===== config.mk =====
export PLATFORM = sky130hd
export DESIGN_NAME = lcr_config_regs
export DESIGN_NICKNAME = d
export VERILOG_FILES = /design/src/hdl/lcr_sw_load.v /design/src/hdl/lcr_ram_arb.v /design/src/hdl/lcr_config_regs.v
export VERILOG_INCLUDE_DIRS = /design/src /design/src/hdl
export SDC_FILE = /design/constraint.sdc
export NUM_CORES = 1
export LEC_CHECK = 0
export ABC_CLOCK_PERIOD_IN_PS = 2580
export BUFFER_PORTS_ARGS = -buffer_cell sky130_fd_sc_hd__buf_4
export CAP_MARGIN = 10
export CORE_ASPECT_RATIO = 0.9
export CORE_MARGIN = 5
export CORE_UTILIZATION = 25
export DETAILED_ROUTE_END_ITERATION = 8
export SLEW_MARGIN = 30
export SYNTH_ARGS = -nofsm -noshare
export SYNTH_HDL_FRONTEND = slang
export SYNTH_SLANG_ARGS = --single-unit

===== constraint.sdc =====
create_clock -name mclk -period 2.58 [get_ports mclk]
set_input_delay 0.258 -clock mclk [delete_from_list [all_inputs] [get_ports mclk]]
set_output_delay 0.258 -clock mclk [all_outputs]
set_load 0.02 [all_outputs]

===== src/hdl/lcr_defs.vh =====
// Offsets, field positions, reset values and constants of the configuration block
`ifndef LCR_DEFS_VH
`define LCR_DEFS_VH
// ------------------------------------------------------------
// Register byte offsets on the software bus
// ------------------------------------------------------------
`define LCR_OFS_A 4'h0
`define LCR_OFS_B 4'h4
`define LCR_OFS_C 4'h8
`define LCR_OFS_RING 4'hc
// ------------------------------------------------------------
// Reset values
// ------------------------------------------------------------
`define LCR_RST_A 8'h01
`define LCR_RST_B 8'h01
`define LCR_RST_C 8'h20
`define LCR_RST_RING_START 8'h46
`define LCR_RST_RING_STOP 8'h80
// ------------------------------------------------------------
// Field positions, first register
// ------------------------------------------------------------
`define LCR_A_IOB_HI 2
`define LCR_A_IOB_LO 0
`define LCR_A_IRQ_HI 5
`define LCR_A_IRQ_LO 3
`define LCR_A_FAST_REMOTE_READ_EN 6
`define LCR_A_MODE 7
// ------------------------------------------------------------
// Field positions, second register
// ------------------------------------------------------------
`define LCR_B_MED_HI 1
`define LCR_B_MED_LO 0
`define LCR_B_LINK 2
`define LCR_B_IO16 3
`define LCR_B_RDY 4
`define LCR_B_BERR 5
`define LCR_B_BOOT_ROM_WRITE_ALLOW 6
`define LCR_B_EEST 7
// ------------------------------------------------------------
// Field positions, third register
// ------------------------------------------------------------
`define LCR_C_BPS_HI 3
`define LCR_C_BPS_LO 0
`define LCR_C_DEPTH 4
`define LCR_C_IMODE 5
`define LCR_C_CLKS 6
`define LCR_C_LOCK 7
// ------------------------------------------------------------
// Codes and host I/O constants
// ------------------------------------------------------------
`define LCR_IOB_SOFT 3'h1
`define LCR_MED_THIN 2'h1
`define LCR_SW_PORT 10'h278
`define LCR_SW_WRITES 3'h4
`define LCR_IO_ROOT 10'h200
`define LCR_IO_STEP 10'h020
`endif


===== src/hdl/lcr_sw_load.v =====
// Software-mode watcher that loads the first register from port writes
`timescale 1ns/100ps
module lcr_sw_load
(
  input wire mclk,
  input wire resetn,
  input wire armed,
  input wire wr_pulse,
  input wire [9:0] wr_addr,
  input wire [7:0] wr_data,
  output reg load_pulse,
  output reg [7:0] load_data
);
`include "lcr_defs.vh"
  // Count of back-to-back writes to the watched port
  reg [2:0] hits;
  wire [2:0] next_hits;

  assign next_hits = hits + 3'h1;

  // ------------------------------------------------------------
  // Counter: any write elsewhere breaks the run
  // ------------------------------------------------------------
  always @(posedge mclk)
  begin
    if (!resetn)
    begin
      hits <= 3'h0;
      load_pulse <= 1'b0;
      load_data <= 8'h00;
    end
    else
    begin
      load_pulse <= 1'b0;
      if (!armed)
        hits <= 3'h0;
      else if (wr_pulse)
      begin
        if (wr_addr != `LCR_SW_PORT)
          hits <= 3'h0;
        else if (next_hits == `LCR_SW_WRITES)
        begin
          // Fourth write carries the new register value
          hits <= 3'h0;
          load_pulse <= 1'b1;
          load_data <= wr_data;
        end
        else
          hits <= next_hits;
      end
    end
  end
endmodule


===== src/hdl/lcr_ram_arb.v =====
// Arbiter for the local buffer RAM bus between network core and host
`timescale 1ns/100ps
module lcr_ram_arb
(
  input wire mclk,
  input wire resetn,
  input wire core_req,
  input wire host_req,
  output reg core_grant,
  output reg host_grant
);
  // ------------------------------------------------------------
  // Grant holds while its owner requests; core wins a tie
  // ------------------------------------------------------------
  always @(posedge mclk)
  begin
    if (!resetn)
    begin
      core_grant <= 1'b0;
      host_grant <= 1'b0;
    end
    else if (core_grant && core_req)
    begin
      core_grant <= 1'b1;
      host_grant <= 1'b0;
    end
    else if (host_grant && host_req)
    begin
      // No preemption of a running host access
      core_grant <= 1'b0;
      host_grant <= 1'b1;
    end
    else
    begin
      // Idle or released: core first, keeps its latency short
      core_grant <= core_req;
      host_grant <= host_req && !core_req;
    end
  end
endmodule


===== src/hdl/lcr_config_regs.v =====
// Configuration register bank, host I/O signalling and buffer RAM ownership
//
// The implementer's own choices: the Avalon-MM slave port and the address map.
`timescale 1ns/100ps
module lcr_config_regs
(
  input wire mclk,
  input wire resetn,
  input wire [3:0] avs_address,
  input wire avs_read,
  input wire avs_write,
  input wire [31:0] avs_writedata,
  output reg [31:0] avs_readdata,
  output reg avs_waitrequest,
  input wire [9:0] isa_sa,
  input wire [7:0] isa_sd,
  input wire isa_iow_n,
  input wire isa_ior_n,
  input wire isa_bale,
  output reg io16_n,
  output reg iochrdy_out,
  output reg iochrdy_oe_n,
  input wire core_not_ready,
  input wire link_good,
  input wire core_irq,
  output reg [7:0] irq_direct,
  output reg [2:0] irq_code,
  output reg irq_strobe_out,
  output reg fast_remote_read_en,
  output reg host_bus_mode_sel,
  output reg thin_enable,
  output reg [1:0] medium_select,
  output reg link_test_disable,
  output reg boot_rom_enable,
  output reg [3:0] boot_rom_window_sel,
  output reg boot_rom_write_allow,
  output reg eeprom_store_enable,
  output reg ram_full_depth,
  output reg core_clock_source_sel,
  input wire core_dma_burst,
  input wire host_mem_req,
  input wire host_latch_req,
  input wire [15:0] host_ram_addr,
  output reg [15:0] ram_host_addr,
  output reg core_ram_grant,
  output reg host_ram_grant,
  input wire rx_page_done,
  output reg [7:0] rx_ring_page,
  output reg rx_ring_full
);
`include "lcr_defs.vh"
  // ------------------------------------------------------------
  // Register storage
  // ------------------------------------------------------------
  reg [7:0] cfg_a; // config_base_irq_mode
  reg [7:0] cfg_b; // config_media_bus_options, bit 5 unused here
  reg [7:0] cfg_c; // config_boot_mem_clock
  reg bus_error_flag; // Sticky, cleared by reading the second register
  reg [7:0] ring_start; // First receive page
  reg [7:0] ring_stop; // Page past the last one
  reg [7:0] ring_bound; // Page software reads next
  // Field views
  wire [2:0] io_base_select;
  wire [2:0] irq_line_select;
  wire irq_encoding_sel;
  wire sw_config_lockout;
  wire soft_mode;
  wire shared_mode;
  assign io_base_select = cfg_a[`LCR_A_IOB_HI:`LCR_A_IOB_LO];
  assign irq_line_select = cfg_a[`LCR_A_IRQ_HI:`LCR_A_IRQ_LO];
  assign irq_encoding_sel = cfg_c[`LCR_C_IMODE];
  assign sw_config_lockout = cfg_c[`LCR_C_LOCK];
  assign soft_mode = (io_base_select == `LCR_IOB_SOFT);
  assign shared_mode = cfg_a[`LCR_A_MODE];

  // ------------------------------------------------------------
  // Host pin synchronisers
  // ------------------------------------------------------------
  // Stage one is read only by stage two
  reg [21:0] pin_s1;
  reg [21:0] pin_s2;
  always @(posedge mclk)
  begin
    if (!resetn)
    begin
      pin_s1 <= 22'h2c0000;
      pin_s2 <= 22'h2c0000;
    end
    else
    begin
      pin_s1 <= {1'b1, isa_bale, isa_ior_n, isa_iow_n, isa_sd, isa_sa};
      pin_s2 <= pin_s1;
    end
  end
  wire [9:0] sa_q;
  wire [7:0] sd_q;
  wire iow_q;
  wire ior_q;
  wire bale_q;
  assign sa_q = pin_s2[9:0];
  assign sd_q = pin_s2[17:10];
  assign iow_q = ~pin_s2[18];
  assign ior_q = ~pin_s2[19];
  assign bale_q = pin_s2[20];

  // ------------------------------------------------------------
  // Host cycle tracking and I/O decode
  // ------------------------------------------------------------
  reg iow_d;
  reg strobe_d;
  reg bale_seen;
  wire strobe_q;
  wire [9:0] io_base;
  wire io_hit;
  wire iow_start;
  wire strobe_end;
  assign strobe_q = iow_q | ior_q;
  assign io_base = `LCR_IO_ROOT + (`LCR_IO_STEP * {7'h00, io_base_select});
  // Sixteen-byte window; nothing answers in software mode
  assign io_hit = !soft_mode && (sa_q[9:4] == io_base[9:4]);
  assign iow_start = iow_q && !iow_d;
  assign strobe_end = strobe_d && !strobe_q;
  always @(posedge mclk)
  begin
    if (!resetn)
    begin
      iow_d <= 1'b0;
      strobe_d <= 1'b0;
      bale_seen <= 1'b0;
    end
    else
    begin
      iow_d <= iow_q;
      strobe_d <= strobe_q;
      // BALE marks the cycle until its strobe ends
      if (bale_q)
        bale_seen <= 1'b1;
      else if (strobe_end)
        bale_seen <= 1'b0;
    end
  end

  // Wait insertion point chosen by ready timing bit
  wire wait_window;
  wire want_wait;
  assign wait_window = cfg_b[`LCR_B_RDY] ? (bale_seen || strobe_q) : strobe_q;
  assign want_wait = io_hit && core_not_ready && wait_window;

  // ------------------------------------------------------------
  // Host-side outputs: wide I/O and ready
  // ------------------------------------------------------------
  always @(posedge mclk)
  begin
    if (!resetn)
    begin
      io16_n <= 1'b1;
      iochrdy_out <= 1'b0;
      iochrdy_oe_n <= 1'b1;
    end
    else
    begin
      // Decode answers early; strobe source suits slow decoders
      if (cfg_b[`LCR_B_IO16])
        io16_n <= !(io_hit && strobe_q);
      else
        io16_n <= !io_hit;
      // Open drain: pull ready low only while waiting
      iochrdy_oe_n <= !want_wait;
    end
  end

  // ------------------------------------------------------------
  // Software-mode load of the first register
  // ------------------------------------------------------------
  wire sw_load;
  wire [7:0] sw_load_data;
  lcr_sw_load u_sw_load
  (
    .mclk(mclk),
    .resetn(resetn),
    .armed(soft_mode),
    .wr_pulse(iow_start),
    .wr_addr(sa_q),
    .wr_data(sd_q),
    .load_pulse(sw_load),
    .load_data(sw_load_data)
  );

  // ------------------------------------------------------------
  // Avalon-MM slave: one wait cycle, then the answer
  // ------------------------------------------------------------
  wire bus_req;
  wire bus_commit;
  wire wr_commit;
  wire rd_commit;
  wire unlocked;
  reg [31:0] rd_mux;
  assign bus_req = avs_read || avs_write;
  assign bus_commit = bus_req && !avs_waitrequest;
  assign wr_commit = bus_commit && avs_write;
  assign rd_commit = bus_commit && avs_read;
  assign unlocked = !sw_config_lockout;

  // Read data view of the block state
  always @*
  begin
    rd_mux = 32'h00000000;
    case (avs_address)
      `LCR_OFS_A:
        rd_mux = {24'h000000, cfg_a};
      `LCR_OFS_B:
        // Link bit reads back status, not the stored disable
        rd_mux = {24'h000000, cfg_b[7:6], bus_error_flag, cfg_b[4:3], link_good,
          cfg_b[1:0]};
      `LCR_OFS_C:
        rd_mux = {24'h000000, cfg_c};
      `LCR_OFS_RING:
        rd_mux = {rx_ring_page, ring_bound, ring_stop, ring_start};
      default:
        rd_mux = 32'h00000000;
    endcase
  end

  always @(posedge mclk)
  begin
    if (!resetn)
    begin
      avs_waitrequest <= 1'b1;
      avs_readdata <= 32'h00000000;
    end
    else if (bus_req && avs_waitrequest)
    begin
      // Answer next cycle; data held for the taking edge
      avs_waitrequest <= 1'b0;
      avs_readdata <= rd_mux;
    end
    else
      avs_waitrequest <= 1'b1;
  end

  // ------------------------------------------------------------
  // Register writes
  // ------------------------------------------------------------
  always @(posedge mclk)
  begin
    if (!resetn)
    begin
      cfg_a <= `LCR_RST_A;
      cfg_b <= `LCR_RST_B;
      cfg_c <= `LCR_RST_C;
      ring_start <= `LCR_RST_RING_START;
      ring_stop <= `LCR_RST_RING_STOP;
      ring_bound <= `LCR_RST_RING_START;
    end
    else
    begin
      // Port load or an unlocked bus write leaves software mode; port load wins
      if (sw_load)
        cfg_a <= sw_load_data;
      else if (wr_commit && unlocked && avs_address == `LCR_OFS_A)
        cfg_a <= avs_writedata[7:0];
      if (wr_commit && unlocked && avs_address == `LCR_OFS_B)
        cfg_b <= avs_writedata[7:0];
      // Third register stays writable so lockout can be lifted
      if (wr_commit && avs_address == `LCR_OFS_C)
        cfg_c <= avs_writedata[7:0];
      if (wr_commit && avs_address == `LCR_OFS_RING)
      begin
        ring_start <= avs_writedata[7:0];
        ring_stop <= avs_writedata[15:8];
        ring_bound <= avs_writedata[23:16];
      end
    end
  end

  // ------------------------------------------------------------
  // Bus error: host ended a cycle we were stretching
  // ------------------------------------------------------------
  reg waiting_d;
  always @(posedge mclk)
  begin
    if (!resetn)
    begin
      waiting_d <= 1'b0;
      bus_error_flag <= 1'b0;
    end
    else
    begin
      waiting_d <= want_wait;
      // Set wins over the read that clears it
      if (strobe_end && waiting_d)
        bus_error_flag <= 1'b1;
      else if (rd_commit && avs_address == `LCR_OFS_B)
        bus_error_flag <= 1'b0;
    end
  end

  // ------------------------------------------------------------
  // Configuration outputs
  // ------------------------------------------------------------
  always @(posedge mclk)
  begin
    if (!resetn)
    begin
      fast_remote_read_en <= 1'b0;
      host_bus_mode_sel <= 1'b0;
      medium_select <= 2'h0;
      thin_enable <= 1'b0;
      link_test_disable <= 1'b0;
      boot_rom_enable <= 1'b0;
      boot_rom_window_sel <= 4'h0;
      boot_rom_write_allow <= 1'b0;
      eeprom_store_enable <= 1'b0;
      ram_full_depth <= 1'b0;
      core_clock_source_sel <= 1'b0;
    end
    else
    begin
      fast_remote_read_en <= cfg_a[`LCR_A_FAST_REMOTE_READ_EN];
      host_bus_mode_sel <= shared_mode;
      medium_select <= cfg_b[`LCR_B_MED_HI:`LCR_B_MED_LO];
      // Converter power only for thin coax
      thin_enable <= (cfg_b[`LCR_B_MED_HI:`LCR_B_MED_LO] == `LCR_MED_THIN);
      link_test_disable <= cfg_b[`LCR_B_LINK];
      boot_rom_window_sel <= cfg_c[`LCR_C_BPS_HI:`LCR_C_BPS_LO];
      boot_rom_enable <= (cfg_c[`LCR_C_BPS_HI:1] != 3'h0);
      // No write cycles to a disabled boot window either
      boot_rom_write_allow <= cfg_b[`LCR_B_BOOT_ROM_WRITE_ALLOW] && (cfg_c[`LCR_C_BPS_HI:1] != 3'h0);
      eeprom_store_enable <= cfg_b[`LCR_B_EEST];
      ram_full_depth <= cfg_c[`LCR_C_DEPTH];
      core_clock_source_sel <= cfg_c[`LCR_C_CLKS];
    end
  end

  // ------------------------------------------------------------
  // Interrupt pins: direct line or coded strobe
  // ------------------------------------------------------------
  reg [7:0] irq_onehot;
  always @*
  begin
    irq_onehot = 8'h00;
    irq_onehot[irq_line_select] = 1'b1;
  end
  always @(posedge mclk)
  begin
    if (!resetn)
    begin
      irq_direct <= 8'h00;
      irq_code <= 3'h0;
      irq_strobe_out <= 1'b0;
    end
    else if (irq_encoding_sel)
    begin
      // Code pins are static; strobe follows the event
      irq_direct <= 8'h00;
      irq_code <= irq_line_select;
      irq_strobe_out <= core_irq;
    end
    else
    begin
      irq_direct <= core_irq ? irq_onehot : 8'h00;
      irq_code <= 3'h0;
      irq_strobe_out <= 1'b0;
    end
  end

  // ------------------------------------------------------------
  // Buffer RAM ownership
  // ------------------------------------------------------------
  // Host memory path exists only in shared mode, latch path in port mode
  wire arb_host_req;
  wire arb_core;
  wire arb_host;
  assign arb_host_req = shared_mode ? host_mem_req : host_latch_req;
  lcr_ram_arb u_ram_arb
  (
    .mclk(mclk),
    .resetn(resetn),
    .core_req(core_dma_burst),
    .host_req(arb_host_req),
    .core_grant(arb_core),
    .host_grant(arb_host)
  );
  always @(posedge mclk)
  begin
    if (!resetn)
    begin
      core_ram_grant <= 1'b0;
      host_ram_grant <= 1'b0;
      ram_host_addr <= 16'h0000;
    end
    else
    begin
      core_ram_grant <= arb_core;
      host_ram_grant <= arb_host;
      // Compatible map wraps host addresses at 16 kbytes
      ram_host_addr <= ram_full_depth ? host_ram_addr : {2'h0, host_ram_addr[13:0]};
    end
  end

  // ------------------------------------------------------------
  // Receive ring page pointer
  // ------------------------------------------------------------
  // Full when the next page would overrun unread data
  wire [7:0] page_inc;
  wire [7:0] page_next;
  assign page_inc = rx_ring_page + 8'h01;
  assign page_next = (page_inc >= ring_stop) ? ring_start : page_inc;
  always @(posedge mclk)
  begin
    if (!resetn)
    begin
      rx_ring_page <= `LCR_RST_RING_START;
      rx_ring_full <= 1'b0;
    end
    else
    begin
      if (wr_commit && avs_address == `LCR_OFS_RING)
        rx_ring_page <= avs_writedata[7:0];
      else if (rx_page_done && !rx_ring_full)
        rx_ring_page <= page_next;
      rx_ring_full <= (page_next == ring_bound);
    end
  end
endmodule


==> metrics.sh, run 1 <==
CELLINTERNALPOWER_uW=4795
YOSYS-TOP-CELLS-COUNT='197 x sky130_fd_sc_hd__dfxtp_1, 68 x sky130_fd_sc_hd__and2_1, 65 x sky130_fd_sc_hd__nand2_1, 60 x sky130_fd_sc_hd__nor2b_1, 33 x sky130_fd_sc_hd__a22oi_1'
FINAL_AREA_UM2=10120
TRITONCTS='done'
CTSROOTBUFFERMASTER='sky130_fd_sc_hd__clkbuf_16'
RSZ0062_AT_GRT='yes'
FLOORPLAN.DIE_AREA_UM2=33560
POST_SYNTH_NUM_CELL_TYPES=59
RELSLEWSLACK_PCT=45.08
GRT_UTIL_ALL_LAYERS_PCT=12.67
CTS_MAX_PATH_BUFFERS=2
COREAREA_UM2=29730
WORST_HOLD_PATH_CLASS='input pin to flop'
FIN_WORST_SKEW_PS=10.99
GP_ROUTABILITY_CONGESTION=0.8638
PERIOD_UTILIZATION_PCT=100.1
TRITONCTS_NUM_SINKS=197
ANTENNADIODECOUNT=0
WORSTSKEWPAIRLATENCY_PS=440
FLOORPLAN.INITIALDENSITY_PCT=25.22
OUTCOME='complete, but fails checks'
GRT_ANTENNA_BEFORE_REPAIR=0
ROUTE.ANTENNA.REMAINING_NETS=0
MET2_USAGE_PCT=18.88
DIE_WIDTH_UM=192.6
MIN_DELAY_ENDPOINT='ring_bound[6]'
POST_ROUTE_DRC=0
NET-SWITCHING-POWER_uW=1639
CTS_INSERTED_BUFFERS=17
WORST_IR_DROP_VDD_mV=0.4456
COMBINATIONAL_SHARE_OF_POWER_PCT=10.2
ROWS=60
SETUP.WORST_PATH.CLASS='flop to flop'
REGTOREGSETUPSLACK_PS=-2
WORSTSETUPENDPOINTTYPE='flop'
SYNTH_MOST_COMMON_CELL='sky130_fd_sc_hd__dfxtp_1'
POST_DRT_VIA_CELL_RATIO=4.343
CRITPATHLAUNCHTYPE='flop'
SYNTHDOMINANTCELLAREASHARE_PCT=52.59
WORST_HOLD_PATH.NUM_CELLS=3
DETAILEDPLACEMENTHPWL_UM=15660
MAXIMUM_NUMBER_OF_PINS_ON_ONE_NET_BEFORE_GLOBAL_ROUTE_REPAIR=59
GRT.MET1_USAGE_PCT=17.84
CLK_TRANSITION_REPORTED_PATHS_PS=80
DR_TOTAL_VIAS=5837
BUFFER_PORTS.INSERTED=164
NETLIST_AREA_BEFORE_PLACEMENT_UM2=7498
AREAGROWTHSYNTHTOFINISH_PCT=34.92
FINAL_LAYOUT_SIZE_SUFFIX_GT1_SHARE_PCT=29.86
SYNTH_FF_TYPE='sky130_fd_sc_hd__dfxtp_1'
FMAX_MHz=387.2
WORSTMARGINPINSLEW_PS=817.5
DRV.MAX_CAP_VIOLATION_COUNT=0
GLOBAL_ROUTE.OVERFLOW_TOTAL=0
POWER.STATIC_LEAKAGE_uW=0.004143
WORSTREG2REGEND='rx_ring_full'
DIE_Y_UM=174.3
FIN_WORST_HOLD_SLACK_PS=25.44
CTS-HTREE-LEVELS=4
ROUTED_WIRELENGTH_UM=21140
SETUP_VIOL=2
YS_FF_LATCH=197
SWSHARE_PCT=25.47
SYNTH_TOP_CELL_BY_AREA='sky130_fd_sc_hd__dfxtp_1'
R2R_START='rx_ring_page[3]'
RR_WORST_DEPTH=11
SYNTH_TOP_CELLS_BY_AREA='sky130_fd_sc_hd__dfxtp_1 53%, sky130_fd_sc_hd__and2_1 5.7%, sky130_fd_sc_hd__nor2b_1 5.0%, sky130_fd_sc_hd__mux2i_1 4.0%, sky130_fd_sc_hd__a22oi_1 3.3%'
YOSYSSEQAREASHARE_PCT=52.59
SYNTHESIS.NETS=834
YS_ASYNC_SR_FRACTION_PCT=0
FIRST_GLOBAL_VIAS=5741
DP_CELLS=1298
PWR-SHARE-SEQ_PCT=49.2
CRITPATHMAXFANOUT=5
GRT_PASS1_WL_UM=33040
POWER_PER_CELL_AREA_nW_PER_UM2=635.9
GLOBAL_ROUTE.USAGE.MET3_PCT=3.594
POST_SYN_AREA_PER_CELL_UM2=10.15
FILLER_CELL_COUNT=3070
VIOLATIONS='setup timing'
WORST_HOLD_STARTPOINT='avs_writedata[22]'
TOP_USAGE_LAYER='met2'
PIN_COUNT=174
SYNTH-EDFF-COUNT=0
TIMING.FINAL.HOLD_VIOLATIONS=0
YS.WARNINGS.COUNT=0
DESIGN.FINAL.NETS=1023
TIMING.FINAL.WS_SETUP_PS=-2.469
POSTSYNTHCELLCOUNT=739
SLEW_VIOLATIONS=0
CLOCK_POWER_SHARE_PCT=40.6
DRT_PASS1_ITERATIONS=5
DRT_ITER0_MARKERS=307
FIN_CELLS=1344
CRIT_REQUIRED_PS=2930
DRT-WIRELENGTH-PER-CELL_UM=15.73
PLACED_AREA_UM2=9335
CRIT_ARRIVAL_PS=2930
OVERALL_POWER_OF_THE_COMPLETED_LAYOUT_uW=6433
LAYOUT_MIN_CYCLE_TIME_PS=2582
[power by group through the flow]
stage / sequential [uW] / combinational [uW] / clock, uW
4_1_cts: 3160 / 642 / 2690
6_report: 3160 / 656 / 2610
2_1_floorplan: 3260 / 297 / 0
3_5_place_dp: 3230 / 614 / 0
3_3_place_gp: 3230 / 609 / 0
5_1_grt: 3170 / 713 / 2840
[routing by layer]
metal,vias up,wire (um),share of wire [%]
li1,2908,-,-
met4,0,287,1.4
met5,-,0,0
met2,162,9360,44
met3,18,1248,5.9
met1,2749,10240,48
[repair_timing]
item / in CTS / in global routing
endpoints found under the hold margin: 4 / 1
pin swaps: 3 / 2
cloned: 1 / 0
setup buffers: 6 / 2
hold buffers: 4 / 1
gates resized for setup: 4 / 14
endpoints found under the setup margin: 6 / 9
[metrics by stage]
stage	setup TNS, ps	util (%)	worst slack (ps)
after CTS	0	33.74	4.301
after global placement	-73.48	31.40	-26.80
final	-3.905	34.03	-2.469
after floorplan	-26.82	-	-13.89
after detailed placement	-281.8	31.40	-74.50
after global routing	-625.6	34.03	-108.5
[kinds of logic after synthesis]
| group | synth area share (%) |
|---|---|
| other | 0.05001 |
| XOR/XNOR | 1.986 |
| AND/OR/NAND/NOR | 20.74 |
| AO/OA/AOI/OAI | 12.50 |
| buffers and inverters | 3.437 |
| adder cells (fa/ha/maj) | 1.835 |
| multiplexers | 6.858 |
| flip-flops | 52.59 |
[worst max-delay path: stages (launching register included)]
cell	delay (ps)
sky130_fd_sc_hd__dfxtp_4	370
sky130_fd_sc_hd__and4_4	220
sky130_fd_sc_hd__nand4_1	130
sky130_fd_sc_hd__xnor2_2	180
sky130_fd_sc_hd__ha_2	200
sky130_fd_sc_hd__or4_4	430
sky130_fd_sc_hd__a21oi_4	180
sky130_fd_sc_hd__o21a_4	210
sky130_fd_sc_hd__buf_4	130
sky130_fd_sc_hd__mux2i_1	200
sky130_fd_sc_hd__o31ai_2	100
sky130_fd_sc_hd__nor4_2	130
[state kept, by name (all words and copies together) (netlist names), 2 cells and up]
register / flops
cfg_b: 7
pin_s1: 21
cfg_a: 8
boot_rom_window_sel: 4
u_sw_load.load_data: 8
cfg_c: 8
irq_direct: 8
rx_ring_page: 8
irq_code: 3
ring_start: 8
avs_readdata: 32
pin_s2: 21
ring_stop: 8
u_sw_load.hits: 3
ring_bound: 8
medium_select: 2
ram_host_addr: 16
[cells in the final DEF (no fill, tap or decap), types with 3 or more instances in the layout]
cell,count
sky130_fd_sc_hd__a21oi_1,16
sky130_fd_sc_hd__xnor2_1,11
sky130_fd_sc_hd__or3_1,6
sky130_fd_sc_hd__dfxtp_1,191
sky130_fd_sc_hd__o21ai_0,17
sky130_fd_sc_hd__dlygate4sd3_1,5
sky130_fd_sc_hd__o211a_1,7
sky130_fd_sc_hd__nor2b_1,60
sky130_fd_sc_hd__nor3_1,9
sky130_fd_sc_hd__nand2b_1,8
sky130_fd_sc_hd__mux2i_1,30
sky130_fd_sc_hd__inv_6,5
sky130_fd_sc_hd__dfxtp_4,4
sky130_fd_sc_hd__clkbuf_16,18
sky130_fd_sc_hd__nor2_1,24
sky130_fd_sc_hd__and3_1,9
sky130_fd_sc_hd__a21o_1,3
sky130_fd_sc_hd__inv_1,16
sky130_fd_sc_hd__a22oi_1,33
sky130_fd_sc_hd__mux4_2,8
sky130_fd_sc_hd__xor2_1,5
sky130_fd_sc_hd__nand2_1,64
sky130_fd_sc_hd__and2_1,68
sky130_fd_sc_hd__o211ai_1,8
sky130_fd_sc_hd__buf_4,205
sky130_fd_sc_hd__a31oi_1,6
sky130_fd_sc_hd__clkinv_4,4
sky130_fd_sc_hd__a21boi_0,20
sky130_fd_sc_hd__nand3_1,13
sky130_fd_sc_hd__nand4_1,6
sky130_fd_sc_hd__clkinvlp_4,3
sky130_fd_sc_hd__ha_1,8
[cell type report]
| cell class | count | area, um2 | area share [%] |
|---|---|---|---|
| clock buffers | 19 | 464.2 | 4.588 |
| flip-flops and latches | 197 | 3961 | 39.15 |
| inverters | 16 | 60.06 | 0.5936 |
| multi-input cells | 484 | 3403 | 33.64 |
| repair buffers | 212 | 1612 | 15.93 |
| well taps | 403 | 504.2 | 4.984 |
| clock inverters | 13 | 112.6 | 1.113 |
[how the worst max path moves through the flow]
stage / slack [ps] / to / depth (start not counted) / from
detailed placement: -70 / rx_ring_page[5] / 10 / rx_ring_page[3]
global route: -110 / rx_ring_full / 11 / rx_ring_page[3]
global placement: -30 / rx_ring_page[7] / 11 / rx_ring_page[3]
floorplan: -10 / rx_ring_full / 13 / rx_ring_page[2]
finish: -2 / rx_ring_full / 11 / rx_ring_page[3]
CTS: 4 / rx_ring_page[6] / 12 / rx_ring_page[3]
No activity file was read; power rests on OpenSTA's default activity.
==> run 2, diff against run 1 <==
--- a/config.mk
+++ b/config.mk
@@ -9,10 +9,13 @@
 export ABC_CLOCK_PERIOD_IN_PS = 2580
 export BUFFER_PORTS_ARGS = -buffer_cell sky130_fd_sc_hd__buf_4
 export CAP_MARGIN = 10
+export CELL_PAD_IN_SITES_DETAIL_PLACEMENT = 1
+export CELL_PAD_IN_SITES_GLOBAL_PLACEMENT = 1
 export CORE_ASPECT_RATIO = 0.9
 export CORE_MARGIN = 5
 export CORE_UTILIZATION = 25
 export DETAILED_ROUTE_END_ITERATION = 8
+export PLACE_DENSITY_LB_ADDON = 0.1
 export SLEW_MARGIN = 30
 export SYNTH_ARGS = -nofsm -noshare
 export SYNTH_HDL_FRONTEND = slang
==> run 2 against run 1 <==
  * The run still ends with setup timing left
  * Non-clock buffer count unchanged
  * Worst hold slack better by 5.4 ps
  * Sequential power about the same
  * Critical endpoint unchanged
  * Largest cell class unchanged
==> metrics.sh, run 2 (same netlist as run 1, synthesis figures left out) <==
LARGEST_REGISTERS='avs_readdata (32), pin_s1 (21), pin_s2 (21)'
FMAX_MHz=385.1  # -0.56%
CTS_MAX_PATH_BUFFERS=2  # unchanged
TIMING.FINAL.WS_SETUP_PS=-17.02  # -14.55 ps
TIMING.FINAL.HOLD_VIOLATIONS=0  # unchanged
GRT_UTIL_ALL_LAYERS_PCT=13.70  # +1.0 points
CRITICAL_PATH.N_BUFFERS_INVERTERS=1  # unchanged
SETUP.WORST_PATH.CLASS='flop to flop'
DRT_PASS1_ITERATIONS=5  # unchanged
CRITPATHLAUNCHTYPE='flop'
LARGEST_REG_FLOPS=32  # unchanged
CTSROOTBUFFERMASTER='sky130_fd_sc_hd__clkbuf_16'
FLOORPLAN.INITIALDENSITY_PCT=25.22  # unchanged
FIN_CELLS=1343  # -0.074%
CRITICAL_PATH.CELL_CHAIN='and4_4 -> nand4_1 -> xnor2_2 -> ha_4 -> or4_4 -> a21oi_4 -> o21a_4 -> buf_6 -> mux2i_4 -> o31ai_2 -> nor4_2'
CRIT_CELLS=11  # unchanged
PIN_COUNT=174  # unchanged
WORSTMARGINPINSLEW_PS=689.5  # -128.0 ps
CRIT_REQUIRED_PS=2930  # about the same
PERIOD_UTILIZATION_PCT=100.7  # +0.56 points
FINAL_LAYOUT_SIZE_SUFFIX_GT1_SHARE_PCT=30.64  # +0.78 points
LAYOUT_MIN_CYCLE_TIME_PS=2597  # +14.55 ps
MAX_FLOP_REGISTER='avs_readdata'
GRT_PASS1_WL_UM=35830  # +8.4%
WORST_HOLD_PATH.NUM_CELLS=3  # unchanged
GLOBAL_ROUTE.OVERFLOW_TOTAL=0  # unchanged
WORSTSKEWPAIRLATENCY_PS=430  # about the same
POST_DRT_VIA_CELL_RATIO=4.360  # +0.38%
FIN_WORST_HOLD_SLACK_PS=30.84  # +5.397 ps
DP_CELLS=1300  # +0.15%
OUTCOME='complete, but fails checks'
DRT-WIRELENGTH-PER-CELL_UM=17.21  # +9.4%
CRIT_PATH_TOP_DELAY_CELL='sky130_fd_sc_hd__or4_4'
CTS_INSERTED_BUFFERS=17  # unchanged
SETUP_VIOL=3  # +1
TRITONCTS='done'
ANTENNADIODECOUNT=0  # unchanged
DESIGN.FINAL.NETS=1023  # unchanged
COREAREA_UM2=29730  # unchanged
POWER.STATIC_LEAKAGE_uW=0.004165  # +0.52%
AREA.SEQUENTIAL_UM2=3961  # unchanged
ROWS=60  # unchanged
WORST_HOLD_PATH_CLASS='input pin to flop'
CRITPATHMAXFANOUT=6  # +1
TOTALNEGATIVESETUPSLACK_PS=-40.90  # -37.00 ps
VIOLATIONS='setup timing'
DRV.MAX_CAP_VIOLATION_COUNT=0  # unchanged
FIN_WORST_SKEW_PS=15.94  # +4.949 ps
POWER_PER_CELL_AREA_nW_PER_UM2=639.3  # +0.54%
WORST_IR_DROP_VDD_mV=0.4426  # -0.66%
DIE_Y_UM=174.3  # unchanged
FIRST_GLOBAL_VIAS=6107  # +6.4%
DIE_WIDTH_UM=192.6  # unchanged
GRT_ANTENNA_BEFORE_REPAIR=0  # unchanged
CTS-HTREE-LEVELS=4  # unchanged
DRT_ITER0_MARKERS=170  # -45%
BUFFER_PORTS.INSERTED=164  # unchanged
AREAGROWTHSYNTHTOFINISH_PCT=35.83
FILLER_CELL_COUNT=3415  # +11%
FINAL_COMMON_CELL='sky130_fd_sc_hd__buf_4'
POST_ROUTE_DRC=0  # unchanged
AREA_OCCUPIED_BY_MULTI_INPUT_GATES_UM2=3458  # +1.6%
CRIT_ARRIVAL_PS=2940  # about the same
RELSLEWSLACK_PCT=53.90  # +8.8 points
RR_WORST_DEPTH=11  # unchanged
FLOORPLAN.DIE_AREA_UM2=33560  # unchanged
CLK_TRANSITION_REPORTED_PATHS_PS=80  # about the same
WORSTSETUPENDPOINTTYPE='flop'
DR_TOTAL_VIAS=5855  # +0.31%
TRITONCTS_NUM_SINKS=197  # unchanged
ROUTED_WIRELENGTH_UM=23110  # +9.3%
MOST-COMMON-LAYOUT-CELLS='206 x sky130_fd_sc_hd__buf_4, 191 x sky130_fd_sc_hd__dfxtp_1, 68 x sky130_fd_sc_hd__and2_1'
DETAILEDPLACEMENTHPWL_UM=16890  # +7.8%
CRITICAL-PATH-TOP-DELAY-FAMILY='simple AND/OR/NAND/NOR gates'
RSZ0062_AT_GRT='yes'
CP_SLOWEST_STAGE_DELAY_PS=420  # about the same
GP_ROUTABILITY_CONGESTION=0.7763  # -10%
MAXIMUM_NUMBER_OF_PINS_ON_ONE_NET_BEFORE_GLOBAL_ROUTE_REPAIR=50  # -15%
SLEW_VIOLATIONS=0  # unchanged
ROUTE.ANTENNA.REMAINING_NETS=0  # unchanged
==> run 2: changes by cell type in the layout (fill, tap and decap cells not counted), sizes merged, moves of 2 or more <==
cell	previous run	this run
buf	207	209
clkbuf	19	22
clkinv	4	1
clkinvlp	3	6
dlygate4sd3	5	3
inv	22	17
==> run 2: area by class of cell <==
type | count | share of cell area, %
inverter | 16 | 0.6142
clock buffer | 22 | 4.754
sequential | 197 | 38.89
tap | 403 | 4.951
timing repair buffer | 212 | 15.90
clock inverter | 9 | 0.9337
multi-input combinational | 484 | 33.96
==> run 2: final timing paths <==
check                     from            end  slack (ps)
max reg2reg    rx_ring_page[3]   rx_ring_full         -20
max            rx_ring_page[3]   rx_ring_full         -20
min          avs_writedata[22]  ring_bound[6]          30
min reg2reg         pin_s1[19]     pin_s2[19]         410
==> run 2: repair_timing <==
| item | in CTS | in global routing |
|---|---|---|
| hold buffers | 3 | 0 |
| setup endpoints to repair | 6 | 9 |
| cloned | 1 | 0 |
| pin swaps | 6 | 13 |
| setup buffers | 3 | 5 |
| endpoints found under the hold margin | 3 | 0 |
| gates resized for setup | 7 | 24 |
==> run 2: layer usage <==
layer	track usage, %	part of all wire [%]
met2	21.01	44
met5	0	0
met4	3.209	0.94
met3	3.173	4.1
met1	19.56	51
==> run 2: worst register-to-register path: stages, from the launching register on <==
cell                      delay (ps)
sky130_fd_sc_hd__dfxtp_4         370
sky130_fd_sc_hd__and4_4          200
sky130_fd_sc_hd__nand4_1         150
sky130_fd_sc_hd__xnor2_2         220
sky130_fd_sc_hd__ha_4            170
sky130_fd_sc_hd__or4_4           420
sky130_fd_sc_hd__a21oi_4         170
sky130_fd_sc_hd__o21a_4          220
sky130_fd_sc_hd__buf_6           140
sky130_fd_sc_hd__mux2i_4         220
sky130_fd_sc_hd__o31ai_2          90
sky130_fd_sc_hd__nor4_2          140
==> run 2: per-stage QoR <==
step | util [%] | instance area, um2 | total power [uW] | setup slack [ps]
after floorplan | - | 7530 | 3557 | -13.89
after global placement | 31.49 | 9363 | 3867 | -13.13
after detailed placement | 31.49 | 9363 | 3871 | -88.40
after CTS | 33.75 | 10030 | 6591 | -44.36
after global routing | 34.26 | 10180 | 6807 | -147.5
final | 34.26 | 10180 | 6511 | -17.02
==> run 2: where the power goes <==
group | total, uW | switching (uW) | internal (uW)
sequential | 3160 | 46.8 | 3110
clock | 2670 | 1230 | 1440
combinational | 682 | 342 | 340
total | 6510 | 1620 | 4890
==> run 3, diff against run 2 <==
==> constraint.sdc (replaced) <==
create_clock -name mclk -period 2.58 [get_ports mclk]
set_input_delay 0.129 -clock mclk [delete_from_list [all_inputs] [get_ports mclk]]
set_output_delay 0.129 -clock mclk [all_outputs]
set_load 0.02 [all_outputs]
==> run 3 against run 2 <==
  * The run still ends with setup timing left
  * Power fell by 0.35%
  * Clock skew up 1.9 ps
  * Sequential share of layout area is 2.1 points lower
  * Sequential power is essentially flat
  * Critical path depth up 1
  * Non-clock buffer count up 61
  * Worst hold slack got worse by 21 ps
  * Utilization grew 2.0 points
  * Combinational power is 11% higher
  * Critical path type unchanged
  * Routed wire length is 1.3% higher
==> metrics.sh, run 3 (same netlist as run 1, synthesis figures left out) <==
FINAL_LAYOUT_SIZE_SUFFIX_GT1_SHARE_PCT=28.74  # -1.9 points
LARGEST_REGISTERS='avs_readdata (32), pin_s1 (21), pin_s2 (21)'
BUFFER_PORTS.INSERTED=164  # unchanged
FILLER_CELL_COUNT=3404  # -0.32%
GRT_PASS1_WL_UM=36410  # +1.6%
CTS_INSERTED_BUFFERS=17  # unchanged
OUTCOME='complete, but fails checks'
DRT-WIRELENGTH-PER-CELL_UM=16.66  # -3.2%
TRITONCTS_NUM_SINKS=197  # unchanged
SETUP_VIOL=4  # +1
TIMING.FINAL.WS_SETUP_PS=-22.89  # -5.870 ps
CRITPATHMAXFANOUT=6  # unchanged
MAXIMUM_NUMBER_OF_PINS_ON_ONE_NET_BEFORE_GLOBAL_ROUTE_REPAIR=60  # +20%
DRT_PASS1_ITERATIONS=4  # -1
VIOLATIONS='setup timing'
COREAREA_UM2=29730  # unchanged
CRIT_PATH_TOP_DELAY_CELL='sky130_fd_sc_hd__dfxtp_4'
LARGEST_REG_FLOPS=32  # unchanged
WORSTSKEWPAIRLATENCY_PS=440  # about the same
FIN_WORST_SKEW_PS=17.87  # +1.935 ps
PIN_COUNT=174  # unchanged
POWER.STATIC_LEAKAGE_uW=0.004409  # +5.9%
MAX_FLOP_REGISTER='avs_readdata'
CP_SLOWEST_STAGE_DELAY_PS=380  # -40 ps
PLACED_AREA_UM2=9355  # about the same
DIE_WIDTH_UM=192.6  # unchanged
PERIOD_UTILIZATION_PCT=100.9  # +0.23 points
FIN_WORST_HOLD_SLACK_PS=9.943  # -20.89 ps
RELSLEWSLACK_PCT=58.76  # +4.9 points
MOST-COMMON-LAYOUT-CELLS='201 x sky130_fd_sc_hd__buf_4, 191 x sky130_fd_sc_hd__dfxtp_1, 68 x sky130_fd_sc_hd__and2_1'
PLACE_WORST_SETUP_SLACK_PS=-121.7  # -33.31 ps
CRITPATHLAUNCHTYPE='flop'
TRITONCTS='done'
CTS_MAX_PATH_BUFFERS=2  # unchanged
POST_ROUTE_DRC=0  # unchanged
GP_ROUTABILITY_CONGESTION=0.8217  # +5.8%
AREAGROWTHSYNTHTOFINISH_PCT=43.72
FMAX_MHz=384.2  # -0.23%
CRIT_ARRIVAL_PS=2960  # +20 ps
FLOORPLAN.DIE_AREA_UM2=33560  # unchanged
GRT_UTIL_ALL_LAYERS_PCT=13.92  # +0.21 points
FIN_CELLS=1405  # +4.6%
WORST_HOLD_PATH_CLASS='input pin to flop'
DRV.MAX_CAP_VIOLATION_COUNT=0  # unchanged
DRT_ITER0_MARKERS=182  # +7.1%
GRT_ANTENNA_BEFORE_REPAIR=0  # unchanged
FIRST_GLOBAL_VIAS=6326  # +3.6%
SLEW_VIOLATIONS=0  # unchanged
CRIT_REQUIRED_PS=2940  # about the same
POST_DRT_VIA_CELL_RATIO=4.294  # -1.5%
RSZ0062_AT_GRT='yes'
FINAL_COMMON_CELL='sky130_fd_sc_hd__buf_4'
LAYOUT_MIN_CYCLE_TIME_PS=2603  # +5.870 ps
DETAILEDPLACEMENTHPWL_UM=16870  # -0.11%
DESIGN.FINAL.NETS=1084  # +6.0%
WORST_IR_DROP_VDD_mV=0.4014  # -9.3%
WORSTMARGINPINSLEW_PS=616.9  # -72.60 ps
ROUTED_WIRELENGTH_UM=23410  # +1.3%
DP_CELLS=1299  # -0.077%
ROUTE.ANTENNA.REMAINING_NETS=0  # unchanged
CLK_TRANSITION_REPORTED_PATHS_PS=70  # about the same
WORSTSETUPENDPOINTTYPE='flop'
DIE_Y_UM=174.3  # unchanged
TOTALNEGATIVESETUPSLACK_PS=-48.25  # -7.346 ps
FINAL_AREA_UM2=10780  # +5.8%
TIMING.FINAL.HOLD_VIOLATIONS=0  # unchanged
CTS-HTREE-LEVELS=4  # unchanged
ANTENNADIODECOUNT=0  # unchanged
SETUP.WORST_PATH.CLASS='flop to flop'
DR_TOTAL_VIAS=6033  # +3.0%
FLOORPLAN.INITIALDENSITY_PCT=25.22  # unchanged
TIMING.CRITICAL_PATH.MODE_CELL='sky130_fd_sc_hd__buf_4'
CTSROOTBUFFERMASTER='sky130_fd_sc_hd__clkbuf_16'
POWER_PER_CELL_AREA_nW_PER_UM2=602.1  # -5.8%
GLOBAL_ROUTE.OVERFLOW_TOTAL=0  # unchanged
CRITICAL_PATH.CELL_CHAIN='ha_2 -> buf_4 -> nand3_2 -> xnor2_2 -> ha_1 -> a41oi_2 -> a21o_1 -> o21a_4 -> buf_4 -> nor2_1 -> or3_1 -> a21oi_2'
ROWS=60  # unchanged
[run 3: changes by cell type in the layout (fill, tap and decap cells not counted), sizes merged]
cell         change
bufinv           -1
dlygate4sd3     +62
clkinv           +2
buf              -1
inv              +1
clkinvlp         -3
clkbuf           +2
[run 3: final cells by class]
| cell class | instances | area [um2] | area share, % |
|---|---|---|---|
| multi-input combinational | 484 | 3436 | 31.88 |
| clock inverter | 8 | 66.31 | 0.6153 |
| clock buffer | 24 | 501.7 | 4.656 |
| inverter | 16 | 60.06 | 0.5573 |
| sequential | 197 | 3961 | 36.76 |
| tap | 403 | 504.2 | 4.679 |
| timing repair buffer | 273 | 2247 | 20.85 |
[run 3: through the flow]
stage	util [%]	total power (uW)
final	36.25	6489
after floorplan	-	3557
after global routing	36.25	6794
after global placement	31.47	3867
after detailed placement	31.47	3868
after CTS	35.85	6583
[run 3: report_power, final]
group | internal (uW) | switching, uW
clock network | 1380 | 1200
logic | 397 | 357
registers | 3110 | 42.7
[run 3: path summary, 6_finish.rpt]
kind	startpoint	end	slack, ps	depth (start not counted)
worst min-delay path	avs_writedata[2]	rx_ring_page[2]	10	3
worst max-delay path	rx_ring_page[1]	rx_ring_page[4]	-20	12
worst max register to register	rx_ring_page[1]	rx_ring_page[4]	-20	12
worst min register to register	pin_s1[18]	pin_s2[18]	410	1
[run 3: timing repair]
action / CTS / global route
buffers inserted: 7 / 2
cloned: 1 / 0
setup endpoints to repair: 5 / 9
endpoints found under the hold margin: 70 / 0
pin swaps: 7 / 9
hold buffers: 65 / 0
gates resized for setup: 5 / 25
[run 3: critical path: cells and delay by family (launching register included)]
family / cells / cell delay [ps]
compound gates: 4 / 780
fa+ha+maj: 2 / 480
simple gates: 3 / 460
flops: 1 / 380
buf+inv: 2 / 270
xor+xnor: 1 / 150
[run 3: routing by layer]
metal / GRT usage, % / vias up / wire length (um) / part of all wire [%]
li1: - / 3027 / - / -
met1: 19.33 / 2870 / 11260 / 48
met2: 21.89 / 125 / 10720 / 46
met3: 3.313 / 11 / 1216 / 5.2
met4: 3.298 / 0 / 211 / 0.90
met5: 0 / - / 0 / 0
